==> src/hw/afrc_defs.vh <==
`ifndef AFRC_DEFS_VH
`define AFRC_DEFS_VH

// register byte addresses
`define AFRC_ADDR_STATUS      5'h00
`define AFRC_ADDR_CHSEL       5'h04
`define AFRC_ADDR_MODE        5'h08
`define AFRC_ADDR_FIFOCTL     5'h0c
`define AFRC_ADDR_RES_HIGH    5'h10
`define AFRC_ADDR_RES_LOW     5'h14

// fifo_scan_control fields
`define AFRC_FC_SCAN_BIT      6
`define AFRC_FC_COMB_BIT      5
`define AFRC_FC_DEP_HI        2
`define AFRC_FC_DEP_LO        0
`define AFRC_FC_WMASK         8'h67

// conversion_control fields (continuous, resolution mode)
`define AFRC_MODE_CONT_BIT    4
`define AFRC_MODE_RES_HI      3
`define AFRC_MODE_RES_LO      2

// status fields
`define AFRC_ST_CONVERSION_COMPLETE_FLAG_BIT      7
`define AFRC_ST_FULL_BIT      2

// resolution mode codes
`define AFRC_RES_8BIT         2'h0
`define AFRC_RES_10BIT        2'h1
`define AFRC_RES_12BIT        2'h2

`define AFRC_DEP_OFF          3'h0
`define AFRC_DEP_BASE         3'h1

// axi response codes
`define AFRC_RESP_OKAY        2'h0
`define AFRC_RESP_SLVERR      2'h2

`endif

==> src/hw/afrc_fifo.v <==
`default_nettype none
// small circular queue; writing while full drops the oldest entry
module afrc_fifo #(
	parameter W = 8,
	parameter D = 8,
	parameter AW = 3
) (
	input  wire          sys_clk,   // bus clock
	input  wire          rst_b,     // sync reset, low
	input  wire          flush,     // empty the queue
	input  wire [AW:0]   lim,       // active depth, 1..D
	input  wire          push,      // write strobe
	input  wire [W-1:0]  din,       // write data
	input  wire          pop,       // read strobe
	output wire [W-1:0]  dout,      // head entry
	output wire [AW:0]   count,     // entries held
	output wire          full       // count reached lim
);
	reg [W-1:0]  mem [0:D-1];
	reg [AW-1:0] rd;
	reg [AW:0]   cnt;
	wire [AW-1:0] wr;
	wire do_pop;

	function [AW-1:0] wrap;
		input [AW:0] v;
		begin
			if (v >= D[AW:0])
				wrap = v[AW-1:0] - D[AW-1:0];
			else
				wrap = v[AW-1:0];
		end
	endfunction

	assign full   = (cnt >= lim);
	assign count  = cnt;
	assign dout   = mem[rd];
	assign wr     = wrap({1'b0, rd} + cnt);
	// overwrite on full advances the head to keep the newest data
	assign do_pop = (pop && cnt != 0) || (push && full);

	always @(posedge sys_clk) begin
		if (push)
			mem[wr] <= din;
	end

	always @(posedge sys_clk) begin
		if (!rst_b || flush) begin
			rd  <= {AW{1'b0}};
			cnt <= {(AW+1){1'b0}};
		end else begin
			if (do_pop)
				rd <= wrap({1'b0, rd} + 1'b1);
			if (push && !do_pop)
				cnt <= cnt + 1'b1;
			else if (!push && do_pop)
				cnt <= cnt - 1'b1;
		end
	end
endmodule
`default_nettype wire

==> src/hw/afrc_top.v <==
`include "afrc_defs.vh"
`default_nettype none
module afrc_top #(
	parameter CH_W  = 5,
	parameter DEPTH = 5,
	parameter AW    = 3
) (
	input  wire              sys_clk,        // bus clock
	input  wire              rst_b,          // sync reset, low
	input  wire [4:0]        s_axi_awaddr,   // write address
	input  wire              s_axi_awvalid,  // write address valid
	output wire              s_axi_awready,  // write address ready
	input  wire [31:0]       s_axi_wdata,    // write data
	input  wire [3:0]        s_axi_wstrb,    // byte enables
	input  wire              s_axi_wvalid,   // write data valid
	output wire              s_axi_wready,   // write data ready
	output reg  [1:0]        s_axi_bresp,    // write response
	output reg               s_axi_bvalid,   // write response valid
	input  wire              s_axi_bready,   // write response ready
	input  wire [4:0]        s_axi_araddr,   // read address
	input  wire              s_axi_arvalid,  // read address valid
	output wire              s_axi_arready,  // read address ready
	output reg  [31:0]       s_axi_rdata,    // read data
	output reg  [1:0]        s_axi_rresp,    // read response
	output reg               s_axi_rvalid,   // read data valid
	input  wire              s_axi_rready,   // read data ready
	output wire              conv_start,     // start pulse to converter
	output wire [CH_W-1:0]   conv_channel,   // channel to convert
	output wire [1:0]        conv_res_mode,  // resolution mode
	input  wire              conv_done,      // conversion end pulse
	input  wire [15:0]       conv_result,    // converted value
	input  wire              cmp_enable,     // automatic compare on
	input  wire              cmp_hit         // compare met, with done
);
	localparam ST_IDLE = 3'b001;
	localparam ST_CONV = 3'b010;
	localparam ST_WAIT = 3'b100;

	reg  [7:0]      fifo_scan_control;
	reg  [7:0]      conv_ctl;
	reg  [CH_W-1:0] chan_reg;
	reg  [15:0]     res_reg;
	reg             res_valid;
	reg             rd_lock;
	reg             conversion_complete_flag;
	reg             any_hit;
	reg             all_hit;
	reg             set_running;
	reg  [2:0]      state;
	reg  [2:0]      next_state;
	reg  [4:0]      wa;
	reg             wa_held;
	reg  [31:0]     wd;
	reg  [3:0]      ws;
	reg             wd_held;

	wire [2:0]      dep_code = fifo_scan_control[`AFRC_FC_DEP_HI:`AFRC_FC_DEP_LO];
	wire            fifo_on  = (dep_code != `AFRC_DEP_OFF);
	wire            scan_on  = fifo_scan_control[`AFRC_FC_SCAN_BIT];
	wire            comb_and = fifo_scan_control[`AFRC_FC_COMB_BIT];
	wire            cont_on  = conv_ctl[`AFRC_MODE_CONT_BIT];
	wire [1:0]      res_mode = conv_ctl[`AFRC_MODE_RES_HI:`AFRC_MODE_RES_LO];
	wire            mode_12  = (res_mode == `AFRC_RES_12BIT);

	// depth code n selects n+1 levels, clamped to the built depth
	function [AW:0] dep_levels;
		input [2:0] c;
		reg   [AW:0] v;
		begin
			v = {{(AW-2){1'b0}}, c} + {{AW{1'b0}}, 1'b1};
			dep_levels = (v > DEPTH[AW:0]) ? DEPTH[AW:0] : v;
		end
	endfunction

	function [31:0] merge;
		input [31:0] old;
		input [31:0] data;
		input [3:0]  strb;
		integer i;
		begin
			merge = old;
			for (i = 0; i < 4; i = i + 1)
				if (strb[i])
					merge[i*8 +: 8] = data[i*8 +: 8];
		end
	endfunction

	wire [AW:0] lim = dep_levels(dep_code);

	// ---------------- axi4-lite write side ----------------
	wire w_go = wa_held && wd_held && !s_axi_bvalid;
	assign s_axi_awready = !wa_held && !s_axi_bvalid;
	assign s_axi_wready  = !wd_held && !s_axi_bvalid;

	wire wr_chsel = w_go && wa[4:2] == `AFRC_ADDR_CHSEL >> 2;
	wire wr_mode  = w_go && wa[4:2] == `AFRC_ADDR_MODE >> 2;
	wire wr_fifo  = w_go && wa[4:2] == `AFRC_ADDR_FIFOCTL >> 2;
	wire wr_known = wr_chsel || wr_mode || wr_fifo ||
		(w_go && wa[4:2] == `AFRC_ADDR_STATUS >> 2);
	wire [31:0] wd_mode = merge({24'h0, conv_ctl}, wd, ws);
	wire [31:0] wd_fifo = merge({24'h0, fifo_scan_control}, wd, ws);
	wire res_change = wr_mode &&
		(wd_mode[`AFRC_MODE_RES_HI:`AFRC_MODE_RES_LO] != res_mode);
	wire ch_push = wr_chsel && ws[0] && fifo_on;

	always @(posedge sys_clk) begin
		if (!rst_b) begin
			wa_held      <= 1'b0;
			wd_held      <= 1'b0;
			wa           <= 5'h00;
			wd           <= 32'h0;
			ws           <= 4'h0;
			s_axi_bvalid <= 1'b0;
			s_axi_bresp  <= `AFRC_RESP_OKAY;
		end else begin
			if (s_axi_awvalid && s_axi_awready) begin
				wa_held <= 1'b1;
				wa      <= s_axi_awaddr;
			end
			if (s_axi_wvalid && s_axi_wready) begin
				wd_held <= 1'b1;
				wd      <= s_axi_wdata;
				ws      <= s_axi_wstrb;
			end
			if (w_go) begin
				wa_held      <= 1'b0;
				wd_held      <= 1'b0;
				s_axi_bvalid <= 1'b1;
				s_axi_bresp  <= wr_known ? `AFRC_RESP_OKAY : `AFRC_RESP_SLVERR;
			end else if (s_axi_bready) begin
				s_axi_bvalid <= 1'b0;
			end
		end
	end

	// ---------------- control registers ----------------
	always @(posedge sys_clk) begin
		if (!rst_b) begin
			fifo_scan_control <= 8'h00;
			conv_ctl          <= 8'h00;
			chan_reg          <= {CH_W{1'b0}};
		end else begin
			if (wr_fifo)
				fifo_scan_control <= wd_fifo[7:0] & `AFRC_FC_WMASK;
			if (wr_mode)
				conv_ctl <= wd_mode[7:0];
			if (wr_chsel && ws[0])
				chan_reg <= wd[CH_W-1:0];
		end
	end

	// ---------------- channel and result queues ----------------
	wire [CH_W-1:0] ch_head;
	wire [AW:0]     ch_count;
	wire [15:0]     rf_head;
	wire [AW:0]     rf_count;
	wire            rf_full;
	wire            rf_push;
	wire            rf_pop;
	wire            ch_pop;
	wire            flush = !fifo_on || res_change;

	afrc_fifo #(.W(CH_W), .D(DEPTH), .AW(AW)) u_chan (
		.sys_clk (sys_clk),
		.rst_b   (rst_b),
		.flush   (!fifo_on),
		.lim     (lim),
		.push    (ch_push),
		.din     (wd[CH_W-1:0]),
		.pop     (ch_pop),
		.dout    (ch_head),
		.count   (ch_count),
		.full    ()
	);

	afrc_fifo #(.W(16), .D(DEPTH), .AW(AW)) u_res (
		.sys_clk (sys_clk),
		.rst_b   (rst_b),
		.flush   (flush),
		.lim     (lim),
		.push    (rf_push),
		.din     (conv_result),
		.pop     (rf_pop),
		.dout    (rf_head),
		.count   (rf_count),
		.full    (rf_full)
	);

	// ---------------- conversion sequencing ----------------
	wire ch_ready  = (ch_count >= lim);
	wire keep      = !cmp_enable || cmp_hit;
	wire set_start = fifo_on && state == ST_IDLE && ch_ready && !conversion_complete_flag;
	// in scan mode the head channel stays loaded for the whole set
	assign ch_pop  = fifo_on && !scan_on && state == ST_CONV &&
		conv_done && ch_count != 0;
	assign rf_push = fifo_on && state == ST_CONV && conv_done && keep;
	wire set_end   = fifo_on && state == ST_CONV && conv_done &&
		(scan_on ? (rf_full || (rf_push && rf_count + 1'b1 >= lim))
		: (ch_count <= 1));
	wire set_ok    = comb_and ? (all_hit && (!cmp_enable || cmp_hit))
		: (any_hit || keep);
	wire one_start = !fifo_on && state == ST_IDLE && wr_chsel && ws[0];

	always @* begin
		next_state = state;
		case (state)
		ST_IDLE: if (set_start)
			next_state = ST_CONV;
		else if (one_start)
			next_state = ST_WAIT;
		ST_CONV: if (conv_done) begin
			if (!fifo_on)
				next_state = cont_on ? ST_WAIT : ST_IDLE;
			else if (set_end)
				next_state = (scan_on && cont_on) ? ST_WAIT : ST_IDLE;
			// restart a cycle later so the popped head has advanced
			else
				next_state = ST_WAIT;
		end
		ST_WAIT: next_state = ST_CONV;
		default: next_state = ST_IDLE;
		endcase
	end
	assign conv_start   = (state == ST_IDLE && next_state == ST_CONV) ||
		state == ST_WAIT;
	assign conv_channel = fifo_on ? ch_head : chan_reg;
	assign conv_res_mode = res_mode;

	// ---------------- single result, interlock, flags ----------------
	wire rd_high = s_axi_arvalid && s_axi_arready &&
		s_axi_araddr[4:2] == `AFRC_ADDR_RES_HIGH >> 2;
	wire rd_low  = s_axi_arvalid && s_axi_arready &&
		s_axi_araddr[4:2] == `AFRC_ADDR_RES_LOW >> 2;
	wire rd_stat = s_axi_arvalid && s_axi_arready &&
		s_axi_araddr[4:2] == `AFRC_ADDR_STATUS >> 2;
	assign rf_pop = fifo_on && rd_low;

	always @(posedge sys_clk) begin
		if (!rst_b) begin
			state       <= ST_IDLE;
			res_reg     <= 16'h0000;
			res_valid   <= 1'b0;
			rd_lock     <= 1'b0;
			conversion_complete_flag        <= 1'b0;
			any_hit     <= 1'b0;
			all_hit     <= 1'b1;
			set_running <= 1'b0;
		end else begin
			state <= next_state;
			if (set_start) begin
				any_hit     <= 1'b0;
				all_hit     <= 1'b1;
				set_running <= 1'b1;
			end else if (fifo_on && state == ST_CONV && conv_done) begin
				any_hit <= any_hit || keep;
				all_hit <= all_hit && keep;
			end
			// a locked result is dropped, not queued
			if (!fifo_on && state == ST_CONV && conv_done && keep &&
				!rd_lock) begin
				res_reg   <= conv_result;
				res_valid <= 1'b1;
			end
			if (rd_high && mode_12 && !fifo_on)
				rd_lock <= 1'b1;
			else if (rd_low || !mode_12)
				rd_lock <= 1'b0;
			if (res_change) begin
				res_valid <= 1'b0;
				rd_lock   <= 1'b0;
			end
			// a completion in the same cycle as a clearing read wins
			if (state == ST_CONV && conv_done &&
				(fifo_on ? (set_end && set_ok) : keep))
				conversion_complete_flag <= 1'b1;
			else if (rd_low || rd_stat && 1'b0 || wr_chsel || !fifo_on &&
				1'b0)
				conversion_complete_flag <= 1'b0;
			if (set_end)
				set_running <= 1'b0;
		end
	end

	wire [15:0] res_view = fifo_on ? rf_head :
		(res_valid ? res_reg : 16'h0000);

	// ---------------- axi4-lite read side ----------------
	assign s_axi_arready = !s_axi_rvalid;
	reg [31:0] rd_mux;
	reg        rd_ok;
	always @* begin
		rd_ok  = 1'b1;
		rd_mux = 32'h0;
		case (s_axi_araddr[4:2])
		`AFRC_ADDR_STATUS >> 2: begin
			rd_mux[`AFRC_ST_CONVERSION_COMPLETE_FLAG_BIT] = conversion_complete_flag;
			rd_mux[`AFRC_ST_FULL_BIT] = rf_full && fifo_on;
		end
		`AFRC_ADDR_CHSEL >> 2:   rd_mux[CH_W-1:0] = conv_channel;
		`AFRC_ADDR_MODE >> 2:    rd_mux[7:0] = conv_ctl;
		`AFRC_ADDR_FIFOCTL >> 2:
			rd_mux[7:0] = fifo_scan_control & `AFRC_FC_WMASK;
		`AFRC_ADDR_RES_HIGH >> 2: rd_mux[7:0] = res_view[15:8];
		`AFRC_ADDR_RES_LOW >> 2:  rd_mux[7:0] = res_view[7:0];
		default: rd_ok = 1'b0;
		endcase
	end

	always @(posedge sys_clk) begin
		if (!rst_b) begin
			s_axi_rvalid <= 1'b0;
			s_axi_rdata  <= 32'h0;
			s_axi_rresp  <= `AFRC_RESP_OKAY;
		end else if (s_axi_arvalid && s_axi_arready) begin
			s_axi_rvalid <= 1'b1;
			s_axi_rdata  <= rd_mux;
			s_axi_rresp  <= rd_ok ? `AFRC_RESP_OKAY : `AFRC_RESP_SLVERR;
		end else if (s_axi_rready) begin
			s_axi_rvalid <= 1'b0;
		end
	end
endmodule
`default_nettype wire

==> config.mk <==
export PLATFORM = sky130hd
export DESIGN_NAME = afrc_top
export DESIGN_NICKNAME = d
export VERILOG_FILES = /design/src/hw/afrc_fifo.v /design/src/hw/afrc_top.v
export VERILOG_INCLUDE_DIRS = /design/src /design/src/hw
export SDC_FILE = /design/constraint.sdc
export NUM_CORES = 1
export LEC_CHECK = 0
export ABC_AREA = 1
export BUFFER_PORTS_ARGS = -buffer_cell sky130_fd_sc_hd__buf_2
export CORE_MARGIN = 5
export CORE_UTILIZATION = 63
export DETAILED_ROUTE_END_ITERATION = 7
export HOLD_SLACK_MARGIN = 0.12
export MAX_ROUTING_LAYER = met4
export PLACE_DENSITY = 0.86
export SYNTH_ARGS = -nofsm -noshare
export SYNTH_HDL_FRONTEND = slang
export SYNTH_SLANG_ARGS = --single-unit
==> constraint.sdc <==
create_clock -name sys_clk -period 6.7 [get_ports sys_clk]
set_input_delay 0.67 -clock sys_clk [delete_from_list [all_inputs] [get_ports sys_clk]]
set_output_delay 0.67 -clock sys_clk [all_outputs]
set_load 0.01 [all_outputs]
* Word-level counts from Yosys, hierarchy flattened
Memories as Yosys holds them, arrays and structs flattened. A register that Yosys moved wholly into a read port is not among the register bits.
Cells that the tools add are included.
** Word-level totals
- Register bits after elaboration :: 86
- RAM bits :: 105
- Bits of input ports :: 72
- Output and inout port bits :: 49
- Memories kept :: 2
** Operators by class
- Add/sub/neg operators :: 13
- Order comparisons :: 9
- Equal/unequal tests :: 14
- Multiplexer cells :: 48
- Bitwise logic cells :: 1
- Reductions and logical operators :: 99
** Memory list
- u_res.mem :: words 5, bits a word 16, rd ports 1, clocked after memory_dff 1, write ports 1, RTL line afrc_fifo.v:19 : reg [W-1:0] mem [0:D-1];
- u_chan.mem :: words 5, bits a word 5, rd ports 1, clocked after memory_dff 1, write ports 1, RTL line afrc_fifo.v:19
** Operators by type and width (number)
- logical AND 1 bit :: 53
- 2-to-1 mux 3 bit :: 15
- 2-to-1 mux 16 bit :: 2
- 2-to-1 mux 4 bit :: 6
- == test 3 x 2 -> 1 bit (second input constant) :: 6
- greater-or-equal comparator 4 x 3 -> 1 bit (second input constant) :: 4
- 2-to-1 mux 1 bit :: 16
- one-hot mux 2 bit (4 select lines) :: 2
- logical NOT 1 bit :: 15
- logical OR 1 bit :: 14
- adder 3 x 1 -> 4 bit (second input constant) :: 3
- greater-or-equal comparator 4 bit :: 3
- nonzero test 2 bit :: 6
- subtractor 3 bit (second input constant) :: 4
- one-hot mux 2 bit (5 select lines) :: 1
- == test 3 x 1 -> 1 bit (second input constant) :: 3
- == test 3 bit (second input constant) :: 3
- one-hot mux 3 bit (3 select lines) :: 1
- adder 3 x 4 -> 4 bit :: 2
- adder 4 x 1 -> 4 bit (second input constant) :: 2
- nonzero test 4 bit :: 2
- subtractor 4 x 1 -> 4 bit (second input constant) :: 2
- logical NOT 3 bit :: 2
- one-hot mux 1 bit (6 select lines) :: 1
- 12 further kinds :: 16

* Depth between registers and ports, before layout
Gate-level depths: netlist of the first run.
- Depth in word-level cells :: 15
- Gate-level depth with buffers :: 20
- Mapped depth without buffers :: 20

* Hierarchy
A second synthesis of the first run with hierarchy kept.
** Second synthesis, totals
- Cells, all modules :: 1097
- Area total of the unflattened synthesis :: 9614.2 µm²
** By module, submodules not included
- afrc_fifo at u_res :: instances 1, cells an instance 366, area each 3983.8 µm²
- afrc_top :: instances 1, cells an instance 519, area each 3717.3 µm²
- afrc_fifo at u_chan :: instances 1, cells an instance 212, area each 1913.1 µm²

* Worst setup path before layout of the first run
OpenSTA, ideal clock, no wires.
- Path type :: reg-to-reg
- Start point :: register u_res.cnt[0], in the netlist u_res.count[0]
- End point :: memory u_res.mem[4][0] (enable)
- Setup time :: 0.388 ns
- Data arrival time :: 2.622 ns
- Path slack :: 3.690 ns
- Stages on the path, launching flop included :: 12
- Period minus slack after synthesis :: 3.010 ns
- Cells stage by stage :: dfxtp_1 -> ha_1 -> fa_1 -> inv_1 -> ha_1 -> inv_1 -> o21ai_1 -> nand2_1 -> o21ai_1 -> o21ai_1 -> or2_1 -> nor2_1
** On the way
- Cells in the longest elaborated chain, start to end :: 3
- Elaborated cells between the ends (all ways) :: 4
- Classes of those cells :: add/sub: 2; order compare: 1; mux: 1
** RTL lines
- start: declaration :: RTL line afrc_fifo.v:21 : reg [AW:0] cnt;
- start signal: assignment :: RTL line afrc_fifo.v:50 : cnt <= {(AW+1){1'b0}};
- start signal: assignment :: RTL line afrc_fifo.v:55 : cnt <= cnt + 1'b1;
- start signal: assignment :: RTL line afrc_fifo.v:57 : cnt <= cnt - 1'b1;
- adder 3 x 4 -> 4 bit * :: RTL line afrc_fifo.v:38 : assign wr = wrap({1'b0, rd} + cnt);
- greater-or-equal comparator 4 x 3 -> 1 bit or subtractor 3 bit (tied branches) :: RTL line afrc_fifo.v:28, afrc_fifo.v:29
- 2-to-1 mux 3 bit * :: RTL line afrc_fifo.v:28 : if (v >= D[AW:0])
- end: declaration :: RTL line afrc_fifo.v:19
Every way passes the cells marked *; elsewhere a longest branch is shown, timed or not.

* Worst setup path in the final report of the first run
- Start point :: register fifo_scan_control[0]
- End point :: output conv_start
** On the way
- Cells in the longest elaborated chain, start to end :: 15
- Elaborated cells between the ends (all ways) :: 30
- Classes of those cells :: add/sub: 1; order compare: 4; eq/ne: 1; mux: 8; reduce/logical: 16
** RTL lines
- start: declaration :: RTL line afrc_top.v:39 : reg [7:0] fifo_scan_control;
- start signal: assignment :: RTL line afrc_top.v:144 : fifo_scan_control <= wd_fifo[7:0] & `AFRC_FC_WMASK;
- adder 3 x 1 -> 4 bit or nonzero test 3 bit (tied branches)
- > comparator 4 x 3 -> 1 bit or logical AND 1 bit (tied branches) :: RTL line afrc_top.v:71, afrc_top.v:196, afrc_top.v:197
- 2-to-1 mux 4 bit or logical AND 1 bit (tied branches) :: RTL line afrc_top.v:71, afrc_top.v:196, afrc_top.v:197
- greater-or-equal comparator 4 bit or logical AND 1 bit (tied branches) :: RTL line afrc_top.v:198, afrc_top.v:196
- logical AND 1 bit :: RTL line afrc_top.v:198 : (scan_on ? (rf_full || (rf_push && rf_count + 1'b1 >= lim))
- logical OR 1 bit :: RTL line afrc_top.v:198
- 2-to-1 mux 1 bit :: RTL line afrc_top.v:198
- logical AND 1 bit :: RTL line afrc_top.v:197 : wire set_end = fifo_on && state == ST_CONV && conv_done &&
- 2-to-1 mux 3 bit :: RTL line afrc_top.v:214 : else if (set_end)
- 2-to-1 mux 3 bit :: RTL line afrc_top.v:212 : if (!fifo_on)
- 2-to-1 mux 3 bit :: RTL line afrc_top.v:211 : ST_CONV: if (conv_done) begin
- one-hot mux 3 bit (3 select lines) * :: RTL line afrc_top.v:206 : case (state)
- == test 3 x 2 -> 1 bit * :: RTL line afrc_top.v:224 : assign conv_start = (state == ST_IDLE && next_state == ST_CONV) ||
- logical AND 1 bit * :: RTL line afrc_top.v:224
- logical OR 1 bit * :: RTL line afrc_top.v:224
- end: declaration :: RTL line afrc_top.v:27 : output wire conv_start,
Marks and branches as above.

==> results of run 1 <==
==> layer usage <==
metal,global-route usage [%],up-vias
met4,11.5,0
met1,29.8,3590
li1,-,3704
met2,44.4,294
met3,4.03,58
met5,-,-
==> power by group through the flow <==
stage	logic (µW)	registers, µW	clock network, µW
2_1_floorplan	64.5	1290	0
3_3_place_gp	83.9	1300	0
3_5_place_dp	86.8	1300	0
4_1_cts	87.6	1270	1070
5_1_grt	99.3	1270	1120
6_report	88.4	1270	1070
==> critical path, stage by stage (launching register included) <==
cell and delay (ns):
dfxtp_1 0.33, ha_1 0.21, or2_2 0.31, o21bai_1 0.12
inv_1 0.07, nand2_1 0.17, ha_1 0.28, inv_1 0.06
o21bai_1 0.06, nand3_1 0.06, nand3_1 0.14, nand2_1 0.15
nand2_1 0.11, buf_2 0.16
==> cell usage after synthesis (all sizes together) <==
cell     number  area share, %
nand3b        1          0.079
and3          1          0.066
xnor2         6           0.55
ha           36            4.7
or2           7           0.46
inv         162            6.4
nand4         4           0.33
a22oi         1          0.079
nor3         11           0.75
conb          2          0.079
o2111ai       1          0.092
o211ai        2           0.16
nor4          2           0.13
nand2       251             10
xor2          8           0.73
nor2         82            3.8
nand3        79            4.2
a31oi         2           0.13
o22ai         5           0.33
a21oi        84            4.5
dfxtp        88             18
o21bai        4           0.31
edfxtp      105             33
buf          48            3.4
fa            2           0.42
clkinv        3           0.13
clkbuf       12           0.49
o21ai        97            5.2
a32oi         2           0.18
a21boi        5           0.39
o21a          3           0.24
==> layout make-up <==
type	instances	area [µm²]	share of cell area, %
diodes	1	2.50	0.0238
clock buffers	22	529	5.04
clock inverters	10	104	0.989
inverters	165	621	5.91
multi-input cells	725	3740	35.6
flip-flops and latches	193	4910	46.8
well taps	188	235	2.24
repair buffers	68	353	3.36
==> placed cells by master (no fill, tap or decap), types with 3 or more instances in the layout <==
cell type / instances
nor3_1: 9
nand2_2: 8
dfxtp_1: 88
buf_4: 5
o21ai_1: 19
conb_1: 29
nand4_1: 3
nor2_2: 4
o22ai_1: 5
inv_6: 3
nor2_4: 5
or2_2: 4
clkbuf_16: 21
or2_1: 3
o21ai_0: 76
a21boi_0: 5
inv_2: 12
edfxtp_1: 105
a21oi_1: 81
o21bai_1: 4
nor2_1: 72
ha_1: 36
a21oi_2: 3
buf_2: 63
inv_1: 150
nand2_1: 242
nand3_1: 78
xor2_1: 8
o21a_1: 3
xnor2_1: 6
==> cells by family (layout without fill, tap and decap cells) <==
kind of cell | Yosys count | in the layout
buffers and inverters | 225 | 265
AO/OA/AOI/OAI | 206 | 206
other | 2 | 30
adder cells (fa/ha/maj) | 38 | 38
flip-flops | 193 | 193
XOR/XNOR | 14 | 14
AND/OR/NAND/NOR | 438 | 438
==> how the worst max path moves through the flow <==
stage                                   to  slack, ns  cells after the start
after floorplan            u_res.mem[4][0]       3.69                     11
after global placement    u_res.mem[0][13]       3.57                     10
after detailed placement   u_res.mem[0][8]       3.49                     10
after CTS                       conv_start       3.39                     13
after global routing       u_chan.count[3]       3.08                     20
final                           conv_start       3.35                     13
==> per-stage QoR <==
stage          cells  worst slack [ns]  util (%)  hold WS (ns)  instance area, µm²
3_3_place_gp    1339              3.57      65.6         0.432                9870
2_1_floorplan   1143              3.69         -         0.424                9640
5_1_grt         1372              3.08      69.9         0.472               10500
4_1_cts         1371              3.39      69.8         0.451               10500
3_5_place_dp    1339              3.49      65.6         0.436                9870
6_report        1372              3.35      69.9         0.453               10500
==> summary by stage, run 1 <==
CTS
CTS built an H-tree with a depth of 4. The insertion delay to the later sink of the worst-skew pair is around 0.44 ns. The number of setup buffers added after CTS is 0. For this design, the CTS-stage hold fixing added 0 buffers. TritonCTS created 17 clock buffers. CTS saw roughly 190 sinks. Clock-pin slew was measured on the worst setup and hold paths at 0.07 ns. The clock root buffer master is clkbuf_16.

TritonCTS built the clock tree. In this run the deepest clock path goes through 2 buffers. The count of instances resized after the clock tree is built is 0.

STA
Clock skew on the completed layout was measured at between 0.01 and 0.015 ns. The number of setup violations in the final report is 0. The timing-limited maximum frequency is around 300 MHz. The final count of pins violating max slew is 0. The number of hold-slack violations in the final timing report was 0. Setup repair after global routing left no endpoint under its margin. The final worst-path cycle share is between 40 and 50%.

For the pin with the worst max-slew slack, the measured transition is 1.13 ns. The minimum clock period after layout is about 3.3 ns. The final setup TNS is 0 ns. The max-slew headroom at the worst pin is around a quarter.

Layout
The share of layout cells above drive strength 1 is around 12%. Relative to the synthesized area, the layout overhead comes to 10.1%. Fill cells in the final layout number 1140. The number of nets at the end of the flow is 1280. The number of flip-flops under the largest register name is 80.

Min path
In this run the worst hold path is classified as reg -> reg. The startpoint identified for the worst hold timing path is res_reg[2]. The worst-case hold path end point is res_reg[2].

The worst hold path stage count is 2.

Logic synthesis
The synthesized netlist occupies a cell area of roughly 0.0095 mm². The post-synthesis xor/xnor area fraction is between 1 and 1.5%. The compound-gate portion of the synthesized area is a little under an eighth. Sequential elements use between 50 and 60% of the synthesized area. The synthesized instance count is about 1100.

The area share of fa/ha/maj cells after synthesis is 5.14%. Yosys mapped the design onto between 40 and 50 distinct sky130hd cell types. In the synthesized netlist, mux cells make up 0% of the area. Synthesis inferred between 150 and 200 register bits. After synthesis, the largest family of logic cells by area is simple AND/OR/NAND/NOR gates. The synthesized netlist devotes between 10% and 20% of its cell area to simple gates.

For this run, the number of Yosys warnings is 0. A synthesized cell averages approximately 8.5 µm².

Die
The region available for standard cell placement spans between 0.015 and 0.02 mm². 121 I/O pins were placed. The initial core utilization is 63.4%. The area of the die is around 0.018 mm². The die extent in x is about 130 µm. The row count is 45.

The height of the die is around 130 µm.

Power and ir drop
For this design the ratio of total power to cell area is approximately 230 mW/mm². Of the total power, combinational logic draws between 3 and 4%. The maximum VDD drop is 173 µV. The leakage power figure is roughly 0.0046 µW.

The sequential share of power is 52.3%. Internal power comes to around 1900 µW. Of the total power, the share spent switching nets is 22.2%. The design draws about 2400 µW.

The switching power total is roughly 540 µW. The clock share of power is between 40 and 50%.

Route
The routed design uses 1250 µm of met3 wire. The remaining antenna violation count is 0. The routed design has between 20000 and 25000 µm of wire. Dividing the detail-routed via count by the number of cells gives 5.57. The average wire length per cell after detail routing is around 16 µm.

The wire length on met1 is just under 9000 µm. Wire segments on met2 add up to roughly 11000 µm in the final route. The uppermost layer routed is met4. The residual DRC count is 0. The count of routing violations after the opening detailed-route iteration is around 700. The pre-antenna-repair detailed-routing pass consisted of 6 iterations. Summing over every cut layer, the via total after detailed routing is 7646.

Place
The number of I/O port buffers is between 60 and 70. At the end of routability-driven placement, the weighted congestion stood at 0.912. Detailed placement finished with a half-perimeter wire length of about 15000 µm.

Worst setup path
The startpoint of the most critical setup path is fifo_scan_control[0]. For the worst setup path, the data required time is 6.03 ns. The data arrival time of the critical path is about 2.7 ns.

The number of cells on the worst reg-to-reg path is 20. By startpoint and endpoint, the worst setup path is classified as reg -> out. The setup check on the worst reg-to-reg path leaves a slack of between 3 and 4 ns.

STA classifies the critical path endpoint as an output port. In this run the worst path has a maximum fanout of 3. The worst setup path is launched from a flip-flop.

The beginning of the worst register-to-register path is fifo_scan_control[0]. The destination of the worst register-to-register timing path is u_chan.count[3].

Global routing
Global routing finished with a remaining overflow of 0. Entering global routing, the biggest net connects 54 pins. The number of antenna violations at the first check in global routing is 1. The global-route wire length before repair is 35300 µm. The via count of the first global-routing pass is roughly 7400. The total track usage is about a quarter.

Job
Max-cap violations in this run came to 0.

Status
The run finished with clean final reports.
No activity file was read; power rests on OpenSTA's default activity.
==> run 2, diff against run 1 <==
CORE_UTILIZATION = 53   (was 63)
PLACE_DENSITY = 0.77   (was 0.86)
clock period = 2.88 ns   (was 6.7 ns; I/O delays follow)
==> summary by stage, run 2 (same netlist as run 1, synthesis figures left out) <==
Power and ir drop
The combinational share of power is 4.4% (+0.8 points). The power per cell area came to 491 mW/mm² (+110%). The total power draw is 5470 µW (+120%). The cell-internal power is 4170 µW (+120%). The leakage power figure is 0.00484 µW (+5.1%). The sequential share of power was 54.0% (+1.7 points). The clock share of power is 41.5% (-2.6 points). The switching power total is 1300 µW (+140%). The maximum VDD drop is 469 µV (+170%). The net switching fraction of the power is 23.7% (+1.5 points).

CTS
The clock-pin transition on the worst setup and hold timing paths is 0.07 ns (about the same). The CTS tree is done. The number of sinks handled by clock tree synthesis is 193 (unchanged). The insertion delay to the later sink of the worst-skew pair is 0.45 ns (about the same). The number of buffers inserted during clock tree synthesis is 17 (unchanged). The root buffer cell chosen for the clock tree is clkbuf_16. The buffer depth of the longest clock path came to 2 (unchanged). The H-tree level count is 4 (unchanged).

Place
The final RePlAce weighted congestion came to 0.881 (-3.4%). The half-perimeter wire length after detailed placement was 15000 µm (+1.1%). The placed instance count was 1404 (+4.9%). The cell area reported after detailed placement is 0.0102 mm² (+2.9%). The number of I/O port buffers is 63 (unchanged).

The setup slack after placement was -0.0874 ns (-3.57 ns).

Worst setup path
The type of the worst setup path is reg -> reg. The worst setup path is captured at a flip-flop. The data arrival time of the critical path is 3.15 ns (+0.47 ns). The required time at the endpoint of the critical path is 3.26 ns (-2.77 ns). The maximum fanout count along the critical path is 3 (unchanged). The worst setup path is launched from a flip-flop.

STA
Setup repair after global routing could not meet its margin everywhere. The final count of pins violating max slew is 0 (unchanged). The worst setup slack after layout is 0.104 ns (-3.25 ns). The actual slew at the worst max-slew pin came to 0.674 ns (-0.458 ns). The max-slew headroom at the worst pin is 54.9% (+31 points). Derived from the worst setup path, the maximum achievable clock frequency is roughly 360 MHz.

The minimum clock period after layout is roughly 2.8 ns. The worst slack on hold paths is 0.128 ns (-0.325 ns). The final worst clock skew came to 0.00908 ns (-0.00383 ns).

Dividing the final minimum period by the clock period gives a little over nine tenths. The number of hold-slack violations in the final timing report came to 0 (unchanged). The number of setup violations in the final report came to 0 (unchanged).

Die
The row count is 49 (+8.9%). The die extent in x is 144 µm (+8.4%). The initial core utilization is 53.5% (-10 points). The area of the die is 0.0208 mm² (+17%).

The area of the core is 0.0178 mm² (+19%). The height of the die came to 144 µm (+8.4%). The number of I/O pins is 121 (unchanged).

Route
The total vias in the final route is 7584 (-0.81%). The iteration count of the initial detailed-routing pass came to 5 (-1). The total wire length after detailed routing is 22400 µm (+2.4%).

The average wire length per cell after detail routing is 15.3 µm (-4.1%). The count of routing violations after the opening detailed-route iteration was 479 (-32%). The remaining antenna violation count was 0 (unchanged). The residual DRC count is 0 (unchanged). The via count normalized by instance count is 5.18 (-7.1%).

Layout
The number of non-filler instances in the completed layout is 1465 (+6.8%). The number of antenna cells inserted is 0 (-1). The share of layout cells above drive strength 1 is 15.9% (+3.7 points). Leaving out fill and tap cells, the most frequent cell in the layout is nand2_1. From synthesis to final layout, the design area changed by 16.8%.

The number of flip-flops under the largest register name is 80 (unchanged). The filler cell count was 1445 (+27%). The post-route cell area is 0.0111 mm² (+6.0%). The number of nets at the end of the flow is 1333 (+4.1%). Leaving out fill and tap cells, the most frequent cells in the layout are nand2_1 (236), inv_1 (145), edfxtp_1 (105).

Global routing
The number of antenna violations at the first check in global routing is 0 (-1). The via count of the first global-routing pass is 7265 (-1.2%). The met1 capacity usage during global routing is 25.9% (-3.9 points). The final global-route overflow total is 0 (unchanged). The global-route wire length before repair is 35100 µm (-0.74%). The total track usage is 22.3% (-3.6 points). The highest-utilization routing layer at the global route stage is met2.

The met3 layer usage reported by global route is 4.17% (+0.14 points). The largest net degree at the start of global routing is 44 (-19%). The met2 capacity usage during global routing was 38.7% (-5.7 points).

Status
The run finished with clean final reports.

Job
The max-capacitance violation count is 0 (unchanged).

Min path
The classification of the worst-slack hold path is in -> reg.
[run 2: final timing paths]
path                                           start               to  slack (ns)  depth (start not counted)
worst max-delay path            fifo_scan_control[0]  u_chan.count[3]        0.10                         18
worst min-delay path                  s_axi_wdata[2]            wd[2]        0.13                          3
worst max register to register  fifo_scan_control[0]  u_chan.count[3]        0.10                         18
worst min register to register           res_reg[10]      res_reg[10]        0.45                          2
[run 2: critical path, stage by stage (launching register included)]
cell      delay (ns)
dfxtp_4         0.36
ha_4            0.16
or2_4           0.25
o21bai_1        0.13
inv_1           0.08
nand2_1         0.11
ha_1            0.24
nand4_1         0.12
nand3_2         0.12
nand2_2         0.10
nand2_2         0.06
inv_2           0.07
ha_4            0.20
inv_4           0.06
nand2_4         0.06
nor4_4          0.16
a31oi_2         0.07
or2_4           0.24
a21oi_2         0.12
[run 2: final cells by class]
type	count	area (µm²)	share of cell area, %
Timing Repair Buffer	121	876	7.86
Inverter	165	626	5.62
Sequential cell	193	4920	44.2
Clock buffer	19	443	3.98
Multi-Input combinational cell	725	3860	34.7
Tap cell	229	287	2.57
Clock inverter	13	121	1.09
[run 2: routing by layer]
metal	vias up	part of all wire (%)
met2	219	51
met4	0	2.0
met5	-	0
met1	3520	41
met3	41	5.3
li1	3804	-
[run 2: power groups by stage]
stage / combinational [µW] / clock (µW) / sequential (µW)
floorplan: 150 / 0 / 3010
global placement: 203 / 0 / 3020
detailed placement: 209 / 0 / 3020
CTS: 238 / 2280 / 2960
global route: 271 / 2400 / 2960
finish: 242 / 2270 / 2960
[run 2: metrics by stage]
| stage | utilization (%) | setup TNS, ns |
|---|---|---|
| floorplan | - | -3.46 |
| global placement | 56.9 | 0 |
| detailed placement | 56.9 | -0.0874 |
| CTS | 61.8 | 0 |
| global route | 62.4 | -0.111 |
| finish | 62.4 | 0 |
[run 2: timing repair]
item,4_1_cts,5_1_grt
hold endpoints to repair,87,0
resized for setup,11,24
buffers inserted,1,3
hold buffers,25,0
pin swaps,8,13
setup endpoints to repair,3,26
==> run 3, diff against run 2 <==
CELL_PAD_IN_SITES_DETAIL_PLACEMENT = 2   (was not set)
CELL_PAD_IN_SITES_GLOBAL_PLACEMENT = 2   (was not set)
CORE_MARGIN = 10   (was 5)
CORE_UTILIZATION = 32   (was 53)
==> summary by stage, run 3 (same netlist as run 1, synthesis figures left out) <==
CTS
The clock-pin transition on the worst setup and hold timing paths is 0.08 ns (about the same). The number of buffers inserted during clock tree synthesis came to 17 (unchanged). The H-tree level count is 4 (unchanged).

The insertion delay to the later sink of the worst-skew pair is 0.46 ns (about the same). TritonCTS built the clock tree. The number of sinks handled by clock tree synthesis is 193 (unchanged). The clock root buffer master is clkbuf_16.

The buffer depth of the longest clock path was 2 (unchanged).

Global routing
The number of antenna violations at the first check in global routing was 2 (+2). The final global-route overflow total was 0 (unchanged). The global-route wire length before repair was 50700 µm (+44%). The via count of the first global-routing pass was 9009 (+24%). The total track usage came to 18.0% (-4.3 points). The largest net degree at the start of global routing came to 39 (-11%).

Die
The height of the die came to 193 µm (+34%). The die extent in x is 193 µm (+34%). The number of I/O pins came to 121 (unchanged). The row count is 63 (+29%). The initial core utilization is 32.3% (-21 points).

The area of the core is 0.0296 mm² (+66%). The area of the die is 0.0371 mm² (+79%).

Worst setup path
The maximum fanout count along the critical path is 3 (unchanged). The data arrival time of the critical path is 3.33 ns (+0.18 ns). Walking the worst path, the cells encountered are ha_4 -> or2_4 -> o21bai_1 -> inv_1 -> nand2_2 -> ha_4 -> inv_4 -> o21bai_4 -> nand3_2 -> nand3_4 -> nand2_2 -> nand2_2 -> inv_2 -> ha_4 -> inv_4 -> nand2_4 -> nor4_4 -> a31oi_4 -> or2_4 -> a21oi_2. The highest cell delay on the worst timing path came to 0.37 ns (about the same).

The worst setup path is captured at a flip-flop. The kind of cell adding the most delay to the critical path is simple AND/OR/NAND/NOR gates. The required time at the endpoint of the critical path came to 3.27 ns (about the same). The combined buffer and inverter count along the critical path is 4 (+1). The highest-delay cell along the critical path is dfxtp_4.

By startpoint and endpoint, the worst setup path is classified as reg -> reg. STA classifies the critical path startpoint as a flip-flop.

Layout
The share of layout cells above drive strength 1 is 18.9% (+3.1 points). Leaving out fill and tap cells, the most frequent cells in the layout are nand2_1 (234), inv_1 (144), edfxtp_1 (105). The number of nets at the end of the flow is 1359 (+2.0%). Leaving out fill and tap cells, the most frequent cell in the layout is nand2_1. The area growth from synthesis to layout is 23.0%. The number of flip-flops under the largest register name came to 80 (unchanged).

Power and ir drop
The sequential share of power is 51.0% (-3.0 points). The clock share of power was 44.5% (+3.0 points). The cell-internal power came to 4230 µW (+1.5%). The leakage power figure is 0.00503 µW (+4.0%). The maximum VDD drop came to 310 µV (-34%). The power per cell area is 495 mW/mm² (+0.82%). The combinational share of power came to 4.5% (about the same). The switching power total came to 1570 µW (+21%). The net switching fraction of the power is 27.1% (+3.4 points).

STA
The max-slew headroom at the worst pin is 47.3% (-7.6 points). Setup repair after global routing could not meet its margin everywhere. The worst setup slack after layout was -0.0639 ns (-0.168 ns). The actual slew at the worst max-slew pin is 0.787 ns (+0.114 ns). The final worst clock skew is 0.0177 ns (+0.00862 ns). The final worst-path cycle share is 102% (+5.8 points). The final count of pins violating max slew is 0 (unchanged). The final setup TNS was -0.0926 ns (-0.0926 ns). The timing-limited maximum frequency is 340 MHz (-5.7%). The number of setup violations in the final report is 2 (+2).

The number of hold-slack violations in the final timing report came to 0 (unchanged). The minimum clock period after layout is 2.94 ns (+0.168 ns).

Place
The half-perimeter wire length after detailed placement was 21900 µm (+46%). The setup slack after placement came to -0.177 ns (-0.0896 ns). The final RePlAce weighted congestion is 0.804 (-8.7%). The number of I/O port buffers is 63 (unchanged).

Route
The via count normalized by instance count was 4.89 (-5.6%). The total vias in the final route is 8081 (+6.6%). The total wire length after detailed routing is 33100 µm (+47%).

The iteration count of the initial detailed-routing pass was 6 (+1). The count of routing violations after the opening detailed-route iteration is 388 (-19%). The residual DRC count is 0 (unchanged). The remaining antenna violation count is 0 (unchanged). The average wire length per cell after detail routing was 20.0 µm (+31%).

Min path
The classification of the worst-slack hold path is in -> reg.

Job
The max-capacitance violation count came to 0 (unchanged).

Status
The flow ran to the end, but the final reports show violations. The checks that failed: setup timing.
==> run 3: cell count changes in the layout (fill, tap and decap cells not counted), sizes merged <==
cell         before  now
clkinv            7    6
clkinvlp          3    0
dlygate4sd3      25   24
clkbuf           19   18
diode             0    2
buf              96  122
inv             168  174
==> run 3: per-stage QoR <==
stage | util, % | hold WS, ns | power [µW] | cells | cell area [µm²]
after detailed placement | 35.5 | 0.444 | 3250 | 1584 | 10500
after global routing | 39.7 | 0.146 | 5990 | 1654 | 11700
after CTS | 38.9 | 0.124 | 5840 | 1647 | 11500
after global placement | 35.5 | 0.432 | 3240 | 1584 | 10500
final | 39.7 | 0.141 | 5810 | 1654 | 11700
after floorplan | - | 0.387 | 3160 | 1143 | 9640
==> run 3: final timing paths <==
check	start	end	slack (ns)	depth (start not counted)
max	fifo_scan_control[0]	u_chan.count[3]	-0.06	20
min	s_axi_awaddr[4]	wa[4]	0.14	3
max reg2reg	fifo_scan_control[0]	u_chan.count[3]	-0.06	20
min reg2reg	res_reg[9]	res_reg[9]	0.46	2
==> run 3: area by class of cell <==
class                      count  area, µm²
multi-input combinational    725       3970
inverter                     165        628
fill                        3278      17800
tap                          390        488
antenna                        2       5.00
timing repair buffer         147       1090
sequential                   193       4930
clock inverter                15        204
clock buffer                  17        425
==> run 3: timing repair <==
item	in CTS	in global routing
endpoints found under the setup margin	4	102
gates cloned	0	1
resized for setup	19	44
setup buffers	7	5
endpoints found under the hold margin	72	0
pin swaps	7	17
hold buffers	24	0
==> run 3: power groups by stage <==
stage / clock network, µW / logic, µW / registers, µW
floorplan: 0 / 150 / 3010
global placement: 0 / 218 / 3020
detailed placement: 0 / 226 / 3030
CTS: 2620 / 256 / 2960
global route: 2730 / 293 / 2970
finish: 2590 / 260 / 2960
==> run 3: per-layer routing <==
metal	part of all wire [%]	global-route usage (%)	vias to the layer above
li1	-	-	3861
met1	42	20.4	4061
met2	54	32.5	127
met3	2.8	2.91	32
met4	1.4	3.91	0
met5	0	-	-
==> run 3: worst register-to-register path, stage by stage, from the launching register on <==
cell      delay, ns
dfxtp_4        0.37
ha_4           0.16
or2_4          0.23
o21bai_1       0.15
inv_1          0.11
nand2_2        0.11
ha_4           0.17
inv_4          0.04
o21bai_4       0.13
nand3_2        0.10
nand3_4        0.10
nand2_2        0.06
nand2_2        0.07
inv_2          0.06
ha_4           0.25
inv_4          0.06
nand2_4        0.05
nor4_4         0.20
a31oi_4        0.07
or2_4          0.26
a21oi_2        0.13
